[src/hw/cifs_pkg.sv]
// cifs_pkg: register map, field positions, thresholds and timing counts
// for the current input fault selector; shared by the core and its filter.
package cifs_pkg;
  localparam int          SAMPLE_W         = 24;
  localparam int          MAG_W            = 24;
  // register offsets
  localparam logic [7:0]  ADDR_MODE_ONE    = 8'h0B;
  localparam logic [7:0]  ADDR_ACC_MODE    = 8'h0F;
  localparam logic [7:0]  ADDR_GAIN_LO     = 8'h1C;
  localparam logic [7:0]  ADDR_GAIN_HI     = 8'h1D;
  localparam logic [7:0]  ADDR_CAL_MODE    = 8'h3D;
  localparam logic [7:0]  ADDR_IRQ_EN_LOW  = 8'hD9;
  localparam logic [7:0]  ADDR_IRQ_ST_LOW  = 8'hDC;
  // field positions
  localparam int          BIT_INTEG_ON     = 5;
  localparam int          BIT_ACTIVE_IND   = 7;
  localparam int          BIT_FAULT_MODE   = 6;
  localparam int          BIT_FORCE_LO     = 4;
  localparam int          BIT_FAULT_CHG    = 5;
  localparam int          GAIN_W           = 12;
  // reset values
  localparam logic [7:0]  RST_BYTE         = 8'h00;
  localparam logic [11:0] RST_GAIN         = 12'h000;
  // force-select codes
  localparam logic [1:0]  FORCE_PRIMARY    = 2'b01;
  localparam logic [1:0]  FORCE_SECONDARY  = 2'b10;
  // thresholds: 6.25 % = 1/16, 93.75 % = 15/16
  localparam int          FAULT_SHIFT      = 4;
  // 0.3 % of full scale (0x800000) ~ 0x0064B0
  localparam logic [23:0] VOLT_MIN         = 24'h0064B0;
  // timing
  localparam int          CLK_HZ           = 25_000_000;
  localparam int          AVG_TIME_MS      = 1000;
  localparam int          SWAP_TIME_MS     = 3000;
  localparam longint      AVG_CYCLES       =
    longint'(CLK_HZ) * AVG_TIME_MS / 1000;
  localparam longint      SWAP_CYCLES      =
    longint'(CLK_HZ) * SWAP_TIME_MS / 1000;
  localparam int          FILT_SHIFT       = 10;
  // integrator leak shift
  localparam int          INTEG_LEAK       = 12;
endpackage

[src/hw/cifs_core.sv]
// cifs_core: tamper fault detection and current input selection with
// register port, gain trim for the second input and digital integrator.
// Assumes a synchronous byte register port from the processor core and
// sample strobes on clk_sys_i.
//
// Summary of operation
// - fault when inputs differ by over 6.25 percent of active input.
// - on fault, move to inactive input when it is larger.
// - during fault, measure from whichever input is larger.
// - after reset the first input is the measurement source.
// - fault comparison averaged; recognised about one second after event.
// - fault detection off while voltage below 0.3 percent full scale.
// - active input reported on bit 7 of accumulation mode.
// - force field 01 picks first, 10 second; 00/11 automatic.
// - fault state change sets flag bit 5 of irq status low.
// - with mode bit 6 clear, flag set on entering and leaving fault.
// - interrupt pending while flag and enable bit 5 both set.
// - second below 93.75 percent of first: flag set, no swap.
// - inputs filtered and averaged, flag about one second late.
// - second exceeds first by 6.25 percent: flag, swap after 3 s.
// - swap back only when first exceeds second by 6.25 percent.
// - with bit 6 set, flag when first comes within 6.25 percent.
// - second input scaled by 12-bit signed trim, 0.0244 percent per lsb.
// - integrator off after reset, on with mode one bit 5.
// - integrator gives -20 dB/decade and about -90 degree shift.
`timescale 1ns/1ps
module cifs_core
  import cifs_pkg::*;
#(
  parameter longint AVG_CYC  = AVG_CYCLES,
  parameter longint SWAP_CYC = SWAP_CYCLES
)
(
  input  wire logic                clk_sys_i,
  input  wire logic                rst_i,
  input  wire logic [7:0]          reg_addr_i,
  input  wire logic [7:0]          reg_wdata_i,
  input  wire logic                reg_wr_i,
  input  wire logic                reg_rd_i,
  output logic      [7:0]          reg_rdata_o,
  input  wire logic                sample_stb_i,
  input  wire logic [SAMPLE_W-1:0] primary_current_input_i,
  input  wire logic [SAMPLE_W-1:0] secondary_current_input_i,
  input  wire logic [SAMPLE_W-1:0] voltage_i,
  output logic      [SAMPLE_W-1:0] current_o,
  output logic                     active_input_indicator_o,
  output logic                     fault_o,
  output logic                     irq_o
);
  logic [7:0]              metering_mode_one;
  logic                    fault_mode;
  logic [1:0]              input_force_select;
  logic [7:0]              calibration_mode;
  logic [GAIN_W-1:0]       second_input_gain_trim;
  logic [7:0]              metering_irq_enable_low;
  logic                    fault_change_flag;
  logic                    active_input_indicator;
  logic                    in_fault;
  logic [MAG_W-1:0]        mag_a;
  logic [MAG_W-1:0]        mag_b;
  logic [MAG_W-1:0]        mag_v;
  logic [SAMPLE_W-1:0]     trimmed_b;
  logic [31:0]             avg_cnt;
  logic [31:0]             swap_cnt;
  logic                    raw_fault;
  logic                    want_b;
  logic                    want_a;
  logic                    near_event;
  logic                    near_prev;
  logic                    set_flag;
  logic                    clr_flag;
  logic [SAMPLE_W+INTEG_LEAK-1:0] integ;
  logic signed [SAMPLE_W+INTEG_LEAK-1:0] integ_leak;
  logic [SAMPLE_W-1:0]     sel_sample;

  // x exceeds y by more than y/16
  function automatic logic over16(input logic [MAG_W-1:0] x,
                                  input logic [MAG_W-1:0] y);
    return {1'b0, x} > ({1'b0, y} + {1'b0, (y >> FAULT_SHIFT)});
  endfunction

  // y falls short of x by more than x/16
  function automatic logic under16(input logic [MAG_W-1:0] x,
                                   input logic [MAG_W-1:0] y);
    return ({1'b0, y} + {1'b0, (x >> FAULT_SHIFT)}) < {1'b0, x};
  endfunction

  // second input with gain trim, 2^-12 per lsb
  function automatic logic [SAMPLE_W-1:0] trim(input logic [SAMPLE_W-1:0] s,
                                   input logic [GAIN_W-1:0] g);
    logic signed [SAMPLE_W+GAIN_W:0] p;
    p = $signed({s[SAMPLE_W-1], s}) * $signed(g);
    return SAMPLE_W'($signed({s[SAMPLE_W-1], s}) + (p >>> GAIN_W));
  endfunction

  always_comb begin
    trimmed_b = trim(secondary_current_input_i, second_input_gain_trim);
  end

  cifs_mag_filter u_filt_a (
    .clk_sys_i (clk_sys_i),
    .rst_i     (rst_i),
    .strobe_i  (sample_stb_i),
    .sample_i  (primary_current_input_i),
    .mag_o     (mag_a)
  );

  cifs_mag_filter u_filt_b (
    .clk_sys_i (clk_sys_i),
    .rst_i     (rst_i),
    .strobe_i  (sample_stb_i),
    .sample_i  (trimmed_b),
    .mag_o     (mag_b)
  );

  cifs_mag_filter u_filt_v (
    .clk_sys_i (clk_sys_i),
    .rst_i     (rst_i),
    .strobe_i  (sample_stb_i),
    .sample_i  (voltage_i),
    .mag_o     (mag_v)
  );

  always_comb begin
    input_force_select = calibration_mode[BIT_FORCE_LO+1:BIT_FORCE_LO];
    // fault measured against the active input
    if (active_input_indicator) begin
      raw_fault = over16(mag_a, mag_b) || under16(mag_b, mag_a);
    end else begin
      raw_fault = over16(mag_b, mag_a) || under16(mag_a, mag_b);
    end
    if (mag_v < VOLT_MIN) begin
      raw_fault = 1'b0;
    end
    // hysteresis: either swap needs a lead of 1/16 of the second input
    want_b = (mag_v >= VOLT_MIN) && under16(mag_b, mag_a);
    want_a = (mag_v >= VOLT_MIN) && over16(mag_a, mag_b);
    near_event = (mag_v >= VOLT_MIN) && !under16(mag_b, mag_a)
                 && !over16(mag_a, mag_b);
  end

  // fault must persist for the averaging time before it is believed
  always_ff @(posedge clk_sys_i) begin
    if (rst_i) begin
      avg_cnt <= '0;
      in_fault <= 1'b0;
    end else if (raw_fault == in_fault) begin
      avg_cnt <= '0;
    end else if (avg_cnt >= 32'(AVG_CYC - 1)) begin
      avg_cnt <= '0;
      in_fault <= raw_fault;
    end else begin
      avg_cnt <= avg_cnt + 32'd1;
    end
  end

  // automatic swap with hysteresis, delayed by the swap time
  always_ff @(posedge clk_sys_i) begin
    if (rst_i) begin
      active_input_indicator <= 1'b0;
      swap_cnt <= '0;
    end else if (input_force_select == FORCE_PRIMARY) begin
      active_input_indicator <= 1'b0;
      swap_cnt <= '0;
    end else if (input_force_select == FORCE_SECONDARY) begin
      active_input_indicator <= 1'b1;
      swap_cnt <= '0;
    end else if ((!active_input_indicator && want_b) ||
                 (active_input_indicator && want_a)) begin
      if (swap_cnt >= 32'(SWAP_CYC - 1)) begin
        active_input_indicator <= !active_input_indicator;
        swap_cnt <= '0;
      end else begin
        swap_cnt <= swap_cnt + 32'd1;
      end
    end else begin
      swap_cnt <= '0;
    end
  end

  always_ff @(posedge clk_sys_i) begin
    if (rst_i) begin
      near_prev <= 1'b0;
    end else begin
      near_prev <= near_event;
    end
  end

  // fault change detect on the believed state
  logic fault_prev;
  always_ff @(posedge clk_sys_i) begin
    if (rst_i) begin
      fault_prev <= 1'b0;
    end else begin
      fault_prev <= in_fault;
    end
  end

  always_comb begin
    if (fault_mode) begin
      set_flag = near_event && !near_prev;
    end else begin
      set_flag = in_fault != fault_prev;
    end
    // write-zero-to-clear on the flag bit
    clr_flag = reg_wr_i && (reg_addr_i == ADDR_IRQ_ST_LOW)
               && !reg_wdata_i[BIT_FAULT_CHG];
  end

  // set wins over a clear in the same cycle
  always_ff @(posedge clk_sys_i) begin
    if (rst_i) begin
      fault_change_flag <= 1'b0;
    end else if (set_flag) begin
      fault_change_flag <= 1'b1;
    end else if (clr_flag) begin
      fault_change_flag <= 1'b0;
    end
  end

  // register writes
  always_ff @(posedge clk_sys_i) begin
    if (rst_i) begin
      metering_mode_one       <= RST_BYTE;
      fault_mode              <= 1'b0;
      calibration_mode        <= RST_BYTE;
      second_input_gain_trim  <= RST_GAIN;
      metering_irq_enable_low <= RST_BYTE;
    end else if (reg_wr_i) begin
      unique case (reg_addr_i)
        ADDR_MODE_ONE:   metering_mode_one <= reg_wdata_i;
        ADDR_ACC_MODE:   fault_mode <= reg_wdata_i[BIT_FAULT_MODE];
        ADDR_CAL_MODE:   calibration_mode <= reg_wdata_i;
        ADDR_GAIN_LO:    second_input_gain_trim[7:0] <= reg_wdata_i;
        ADDR_GAIN_HI:    second_input_gain_trim[11:8] <= reg_wdata_i[3:0];
        ADDR_IRQ_EN_LOW: metering_irq_enable_low <= reg_wdata_i;
        default: ;
      endcase
    end
  end

  // register reads
  // unmapped offsets read as zero
  always_ff @(posedge clk_sys_i) begin
    if (rst_i) begin
      reg_rdata_o <= RST_BYTE;
    end else if (reg_rd_i) begin
      unique case (reg_addr_i)
        ADDR_MODE_ONE:   reg_rdata_o <= metering_mode_one;
        ADDR_ACC_MODE:   reg_rdata_o <= {active_input_indicator, fault_mode,
                                         6'h00};
        ADDR_CAL_MODE:   reg_rdata_o <= calibration_mode;
        ADDR_GAIN_LO:    reg_rdata_o <= second_input_gain_trim[7:0];
        ADDR_GAIN_HI:    reg_rdata_o <= {4'h0,
                                         second_input_gain_trim[11:8]};
        ADDR_IRQ_EN_LOW: reg_rdata_o <= metering_irq_enable_low;
        ADDR_IRQ_ST_LOW: reg_rdata_o <= {2'b00, fault_change_flag, 5'h00};
        default:         reg_rdata_o <= 8'h00;
      endcase
    end
  end

  // measurement path follows the active input
  always_comb begin
    sel_sample = active_input_indicator ? trimmed_b
                                        : primary_current_input_i;
  end

  // arithmetic shift so a negative total leaks toward zero
  always_comb begin
    integ_leak = $signed(integ) >>> INTEG_LEAK;
  end

  // leaky accumulator: ~-20 dB/dec and ~-90 deg above the leak corner
  always_ff @(posedge clk_sys_i) begin
    if (rst_i || !metering_mode_one[BIT_INTEG_ON]) begin
      integ <= '0;
    end else if (sample_stb_i) begin
      integ <= integ - integ_leak
               + {{INTEG_LEAK{sel_sample[SAMPLE_W-1]}}, sel_sample};
    end
  end

  always_ff @(posedge clk_sys_i) begin
    if (rst_i) begin
      current_o                <= '0;
      active_input_indicator_o <= 1'b0;
      fault_o                  <= 1'b0;
      irq_o                    <= 1'b0;
    end else begin
      current_o <= metering_mode_one[BIT_INTEG_ON]
                   ? integ[SAMPLE_W+INTEG_LEAK-1:INTEG_LEAK]
                   : sel_sample;
      active_input_indicator_o <= active_input_indicator;
      fault_o <= in_fault;
      irq_o <= fault_change_flag &&
               metering_irq_enable_low[BIT_FAULT_CHG];
    end
  end
endmodule

[src/hw/cifs_mag_filter.sv]
// cifs_mag_filter: rectifies a signed sample and low-pass filters it into
// an averaged magnitude. Assumes samples arrive with a one-cycle strobe.
`timescale 1ns/1ps
module cifs_mag_filter
  import cifs_pkg::*;
(
  input  wire logic                clk_sys_i,
  input  wire logic                rst_i,
  input  wire logic                strobe_i,
  input  wire logic [SAMPLE_W-1:0] sample_i,
  output logic      [MAG_W-1:0]    mag_o
);
  logic [MAG_W+FILT_SHIFT-1:0] acc;
  logic [MAG_W-1:0]            rect;

  always_comb begin
    rect = sample_i[SAMPLE_W-1] ? MAG_W'(-sample_i) : sample_i;
  end

  // single-pole average; slow by design to reject transients
  always_ff @(posedge clk_sys_i) begin
    if (rst_i) begin
      acc <= '0;
    end else if (strobe_i) begin
      acc <= acc - (acc >> FILT_SHIFT) + {{FILT_SHIFT{1'b0}}, rect};
    end
  end

  assign mag_o = acc[MAG_W+FILT_SHIFT-1:FILT_SHIFT];
endmodule

[config.mk]
export PLATFORM = sky130hd
export DESIGN_NAME = cifs_core
export DESIGN_NICKNAME = d
export VERILOG_FILES = /design/src/hw/cifs_pkg.sv /design/src/hw/cifs_core.sv /design/src/hw/cifs_mag_filter.sv
export SDC_FILE = /design/constraint.sdc
export NUM_CORES = 2
export LEC_CHECK = 0
export ABC_CLOCK_PERIOD_IN_PS = 25500
export BUFFER_PORTS_ARGS = -buffer_cell sky130_fd_sc_hd__buf_4
export CORE_MARGIN = 2
export CORE_UTILIZATION = 30
export DETAILED_ROUTE_END_ITERATION = 12
export PLACE_DENSITY = 0.44
export SLEW_MARGIN = 20
export SYNTH_ARGS = -nofsm -noshare
export SYNTH_HDL_FRONTEND = slang
export SYNTH_SLANG_ARGS = --single-unit
[constraint.sdc]
create_clock -name clk_sys_i -period 25.5 [get_ports clk_sys_i]
set_clock_uncertainty 0.05 [all_clocks]
set_input_delay 3.825 -clock clk_sys_i [delete_from_list [all_inputs] [get_ports clk_sys_i]]
set_output_delay 3.825 -clock clk_sys_i [all_outputs]
set_load 0.02 [all_outputs]
==> impl_results.html <==
<table>
<tr><th>Metric</th><th>Value</th></tr>
<tr><th colspan="2">Status</th></tr>
<tr><td>Result of the run</td><td>finished, final reports clean</td></tr>
<tr><th colspan="2">Critical path</th></tr>
<tr><td>Largest driver fanout on the critical path</td><td>25</td></tr>
<tr><td>Arrival @ worst endpoint</td><td>16.18 ns</td></tr>
<tr><td>Total buffers and inverters traversed by the critical path</td><td>3</td></tr>
<tr><td>Worst setup path category</td><td>in2reg</td></tr>
<tr><td>Cell with the largest stage delay on the worst path</td><td>sky130_fd_sc_hd__a2111oi_1</td></tr>
<tr><td>Capturing element type of the critical path</td><td>flop</td></tr>
<tr><td>Slowest Stage Delay on Critical Path</td><td>0.66 ns</td></tr>
<tr><td>Data required time of the worst path</td><td>25.91 ns</td></tr>
<tr><td>Most prevalent standard cell on the critical path</td><td>sky130_fd_sc_hd__fa_1</td></tr>
<tr><td>Internal reg-to-reg setup slack</td><td>12.07 ns</td></tr>
<tr><td>Kind of cell adding the most delay to the critical path</td><td>compound AO/OA/AOI/OAI gates</td></tr>
<tr><td>Startpoint kind of the worst setup timing path</td><td>primary input</td></tr>
<tr><th colspan="2">Floorplan</th></tr>
<tr><td>Die footprint</td><td>125000 µm²</td></tr>
<tr><td>Area of the core</td><td>122000 µm²</td></tr>
<tr><td>I/O Pins</td><td>128</td></tr>
<tr><td>Number of core rows</td><td>128</td></tr>
<tr><td>Starting Density</td><td>30.2%</td></tr>
<tr><td>Die H</td><td>354 µm</td></tr>
<tr><td>Overall die width</td><td>354 µm</td></tr>
<tr><th colspan="2">CTS</th></tr>
<tr><td>Count of clock tree sinks</td><td>278</td></tr>
<tr><td>Clock tree from TritonCTS</td><td>yes</td></tr>
<tr><td>Cts repair resizes</td><td>0</td></tr>
<tr><td>CTS HTree Levels</td><td>2</td></tr>
<tr><td>Clock slew seen by the registers of the worst setup and hold paths</td><td>0.06 ns</td></tr>
<tr><td>Maximum buffer depth of the clock tree</td><td>3</td></tr>
<tr><td>Number of buffers created by CTS</td><td>40</td></tr>
<tr><td>Skew-Pair Late Insertion Delay</td><td>0.60 ns</td></tr>
<tr><td>Number of hold-repair buffers added at the cts stage</td><td>0</td></tr>
<tr><td>Post-CTS repair timing setup buffer count</td><td>0</td></tr>
<tr><td>Library cell used as clock root buffer</td><td>sky130_fd_sc_hd__clkbuf_16</td></tr>
<tr><th colspan="2">Detailed routing</th></tr>
<tr><td>Number of vias per cell after detailed routing</td><td>4.95</td></tr>
<tr><td>Post-route antenna net violation count</td><td>0</td></tr>
<tr><td>Routed wirelength normalized by instance count</td><td>18.5 µm</td></tr>
<tr><td>Initial DRC Count</td><td>1465</td></tr>
<tr><td>Final routed wirelength across all metal layers</td><td>113 mm</td></tr>
<tr><td>Vias</td><td>30.1k</td></tr>
<tr><td>DRC violations left</td><td>0</td></tr>
<tr><td>First-pass iteration count of the detailed router</td><td>5</td></tr>
<tr><th colspan="2">STA</th></tr>
<tr><td>Final worst-path cycle share</td><td>61.8%</td></tr>
<tr><td>Fin. Hold Viols</td><td>0</td></tr>
<tr><td>Headroom to the max-slew limit</td><td>21.9%</td></tr>
<tr><td>Final-layout setup total negative slack</td><td>0 ns</td></tr>
<tr><td>RSZ-0062 raised after global routing</td><td>false</td></tr>
<tr><td>Highest attainable clock frequency</td><td>0.0634 GHz</td></tr>
<tr><td>Period minus WS final</td><td>15.77 ns</td></tr>
<tr><td>Tightest Pin Transition</td><td>1.16 ns</td></tr>
<tr><td>Final max-slew violation count</td><td>0</td></tr>
<tr><td>Number of endpoints failing setup at the final stage</td><td>0</td></tr>
<tr><th colspan="2">Synth</th></tr>
<tr><td>Post-synthesis instance total</td><td>4360</td></tr>
<tr><td>Share of Yosys cell area claimed by the top area cell type</td><td>20.1%</td></tr>
<tr><td>Avg Synthesized Cell Area</td><td>8.41 µm²</td></tr>
<tr><td>Share of synthesized registers carrying an async set or reset</td><td>0%</td></tr>
<tr><td>Biggest area contributors in the synthesized netlist</td><td>sky130_fd_sc_hd__fa_1, sky130_fd_sc_hd__dfxtp_1, sky130_fd_sc_hd__ha_1, sky130_fd_sc_hd__xnor2_1, sky130_fd_sc_hd__inv_1</td></tr>
<tr><td>Library cell with the largest summed area after synthesis</td><td>sky130_fd_sc_hd__fa_1</td></tr>
<tr><td>Dominant register cell in the synthesized netlist</td><td>sky130_fd_sc_hd__dfxtp_1</td></tr>
<tr><td>Count of cell types in the netlist</td><td>77</td></tr>
<tr><td>Synthesized flop and latch total</td><td>278</td></tr>
<tr><td>Synthesized area</td><td>36700 µm²</td></tr>
<tr><td>Commonest cells post-synth</td><td>sky130_fd_sc_hd__inv_1, sky130_fd_sc_hd__ha_1, sky130_fd_sc_hd__nand2_1, sky130_fd_sc_hd__nor2_1, sky130_fd_sc_hd__fa_1</td></tr>
<tr><td>Count of flip-flops with a built-in enable after synthesis</td><td>0</td></tr>
<tr><td>Top-count cell post-synth</td><td>sky130_fd_sc_hd__inv_1</td></tr>
<tr><td>Number of warnings reported in the yosys synthesis log</td><td>0</td></tr>
<tr><td>Post-synthesis sequential area ratio</td><td>15.2%</td></tr>
<tr><th colspan="2">Global routing</th></tr>
<tr><td>Final global-route overflow total</td><td>0</td></tr>
<tr><td>Maximum number of pins on one net before global-route repair</td><td>82</td></tr>
<tr><td>Global-route wire length before repair</td><td>180 mm</td></tr>
<tr><td>Aggregate global-route resource usage</td><td>18.1%</td></tr>
<tr><td>Vias in the first global route</td><td>30.9k</td></tr>
<tr><td>Antenna violations before repair</td><td>9</td></tr>
<tr><th colspan="2">Final layout</th></tr>
<tr><td>Share of cells above drive strength 1</td><td>6.38%</td></tr>
<tr><td>Final net count</td><td>5325</td></tr>
<tr><td>P&amp;R area growth vs syn</td><td>11.4%</td></tr>
<tr><td>Final Util</td><td>33.6%</td></tr>
<tr><th colspan="2">Job</th></tr>
<tr><td>Max-cap violations</td><td>0</td></tr>
<tr><th colspan="2">Place</th></tr>
<tr><td>Routability Congestion</td><td>0.815</td></tr>
<tr><td>Count of input and output buffers</td><td>127</td></tr>
<tr><td>HPWL Detailed</td><td>88.7 mm</td></tr>
<tr><th colspan="2">Power</th></tr>
<tr><td>Power per cell area</td><td>98.2 nW/µm²</td></tr>
<tr><td>Worst ir drop on vdd</td><td>0.0555 mV</td></tr>
<tr><td>Total leakage power</td><td>18.4 nW</td></tr>
<tr><th colspan="2">Worst hold path</th></tr>
<tr><td>Worst min-delay path category</td><td>reg2reg</td></tr>
</table>
layout make-up:
cell class | instances | area [µm²]
inverters | 477 | 1790
clock inverters | 20 | 246
repair buffers | 160 | 1210
clock buffers | 51 | 1120
multi-input cells | 3481 | 28900
diodes | 3 | 7.51
flip-flops and latches | 278 | 5570
fillers | 12900 | 80700
well taps | 1625 | 2030
flip-flops by register name (all words and copies together), names as in the netlist, 12 cells and up:
register / flops
avg_cnt: 32
current_o: 24
integ: 36
second_input_gain_trim: 12
swap_cnt: 32
u_filt_a.acc: 34
u_filt_b.acc: 34
u_filt_v.acc: 34
report_power, final:
| part | internal [W] | switching [W] |
|---|---|---|
| logic | 0.00124 | 0.00154 |
| registers | 0.000506 | 0.000137 |
| clock network | 0.000355 | 0.000241 |
| total | 0.00210 | 0.00192 |
cell usage in the layout, fill, tap and decap left out, types with 151 or more instances in the layout:
| master | count |
|---|---|
| sky130_fd_sc_hd__a21oi_1 | 307 |
| sky130_fd_sc_hd__buf_4 | 158 |
| sky130_fd_sc_hd__dfxtp_1 | 277 |
| sky130_fd_sc_hd__fa_1 | 368 |
| sky130_fd_sc_hd__ha_1 | 426 |
| sky130_fd_sc_hd__inv_1 | 476 |
| sky130_fd_sc_hd__nand2_1 | 392 |
| sky130_fd_sc_hd__nor2_1 | 392 |
| sky130_fd_sc_hd__o21ai_0 | 151 |
| sky130_fd_sc_hd__xnor2_1 | 231 |
tightest hold or removal path, stage by stage (launching register included):
cell,delay [ns]
sky130_fd_sc_hd__dfxtp_1,0.30
sky130_fd_sc_hd__nand2_1,0.05
sky130_fd_sc_hd__a21oi_1,0.05
per-stage QoR:
stage                     worst slack [ns]  instance area [µm²]  power [W]  cells  hold slack, ns
after global placement                9.06                39500    0.00342   6021           0.392
final                                 9.73                40900    0.00401   6095           0.403
after detailed placement              8.88                39500    0.00341   6021           0.396
after floorplan                      10.46                36700    0.00274   4371           0.375
after CTS                             9.46                40900    0.00404   6092           0.404
after global routing                  8.73                40900    0.00443   6093           0.420
worst paths after layout:
path | start | cells after the start | end
hold reg to reg | metering_irq_enable_low[1] | 2 | metering_irq_enable_low[1]
setup / recovery | secondary_current_input_i[6] | 47 | u_filt_b.acc[32]
hold / removal | metering_irq_enable_low[1] | 2 | metering_irq_enable_low[1]
setup reg to reg | second_input_gain_trim[11] | 46 | u_filt_b.acc[32]
layer usage:
layer  global-route usage [%]  vias up  routed length [µm]
li1                         -    14900                   -
met1                     25.4    14700               55300
met2                     30.3      400               52400
met3                     1.79       94                3660
met4                     3.14        4                1650
met5                        0        -                  26
kinds of logic after synthesis:
kind of cell / after synthesis / synth area share, %
fa+ha+maj: 794 / 34.6
xor+xnor: 343 / 8.23
flops: 278 / 15.2
other cells: 1 / 0.0102
simple gates: 1328 / 17.0
compound gates: 904 / 15.9
mux: 100 / 2.80
buf+inv: 612 / 6.26
(Power assumes the default switching activity.)
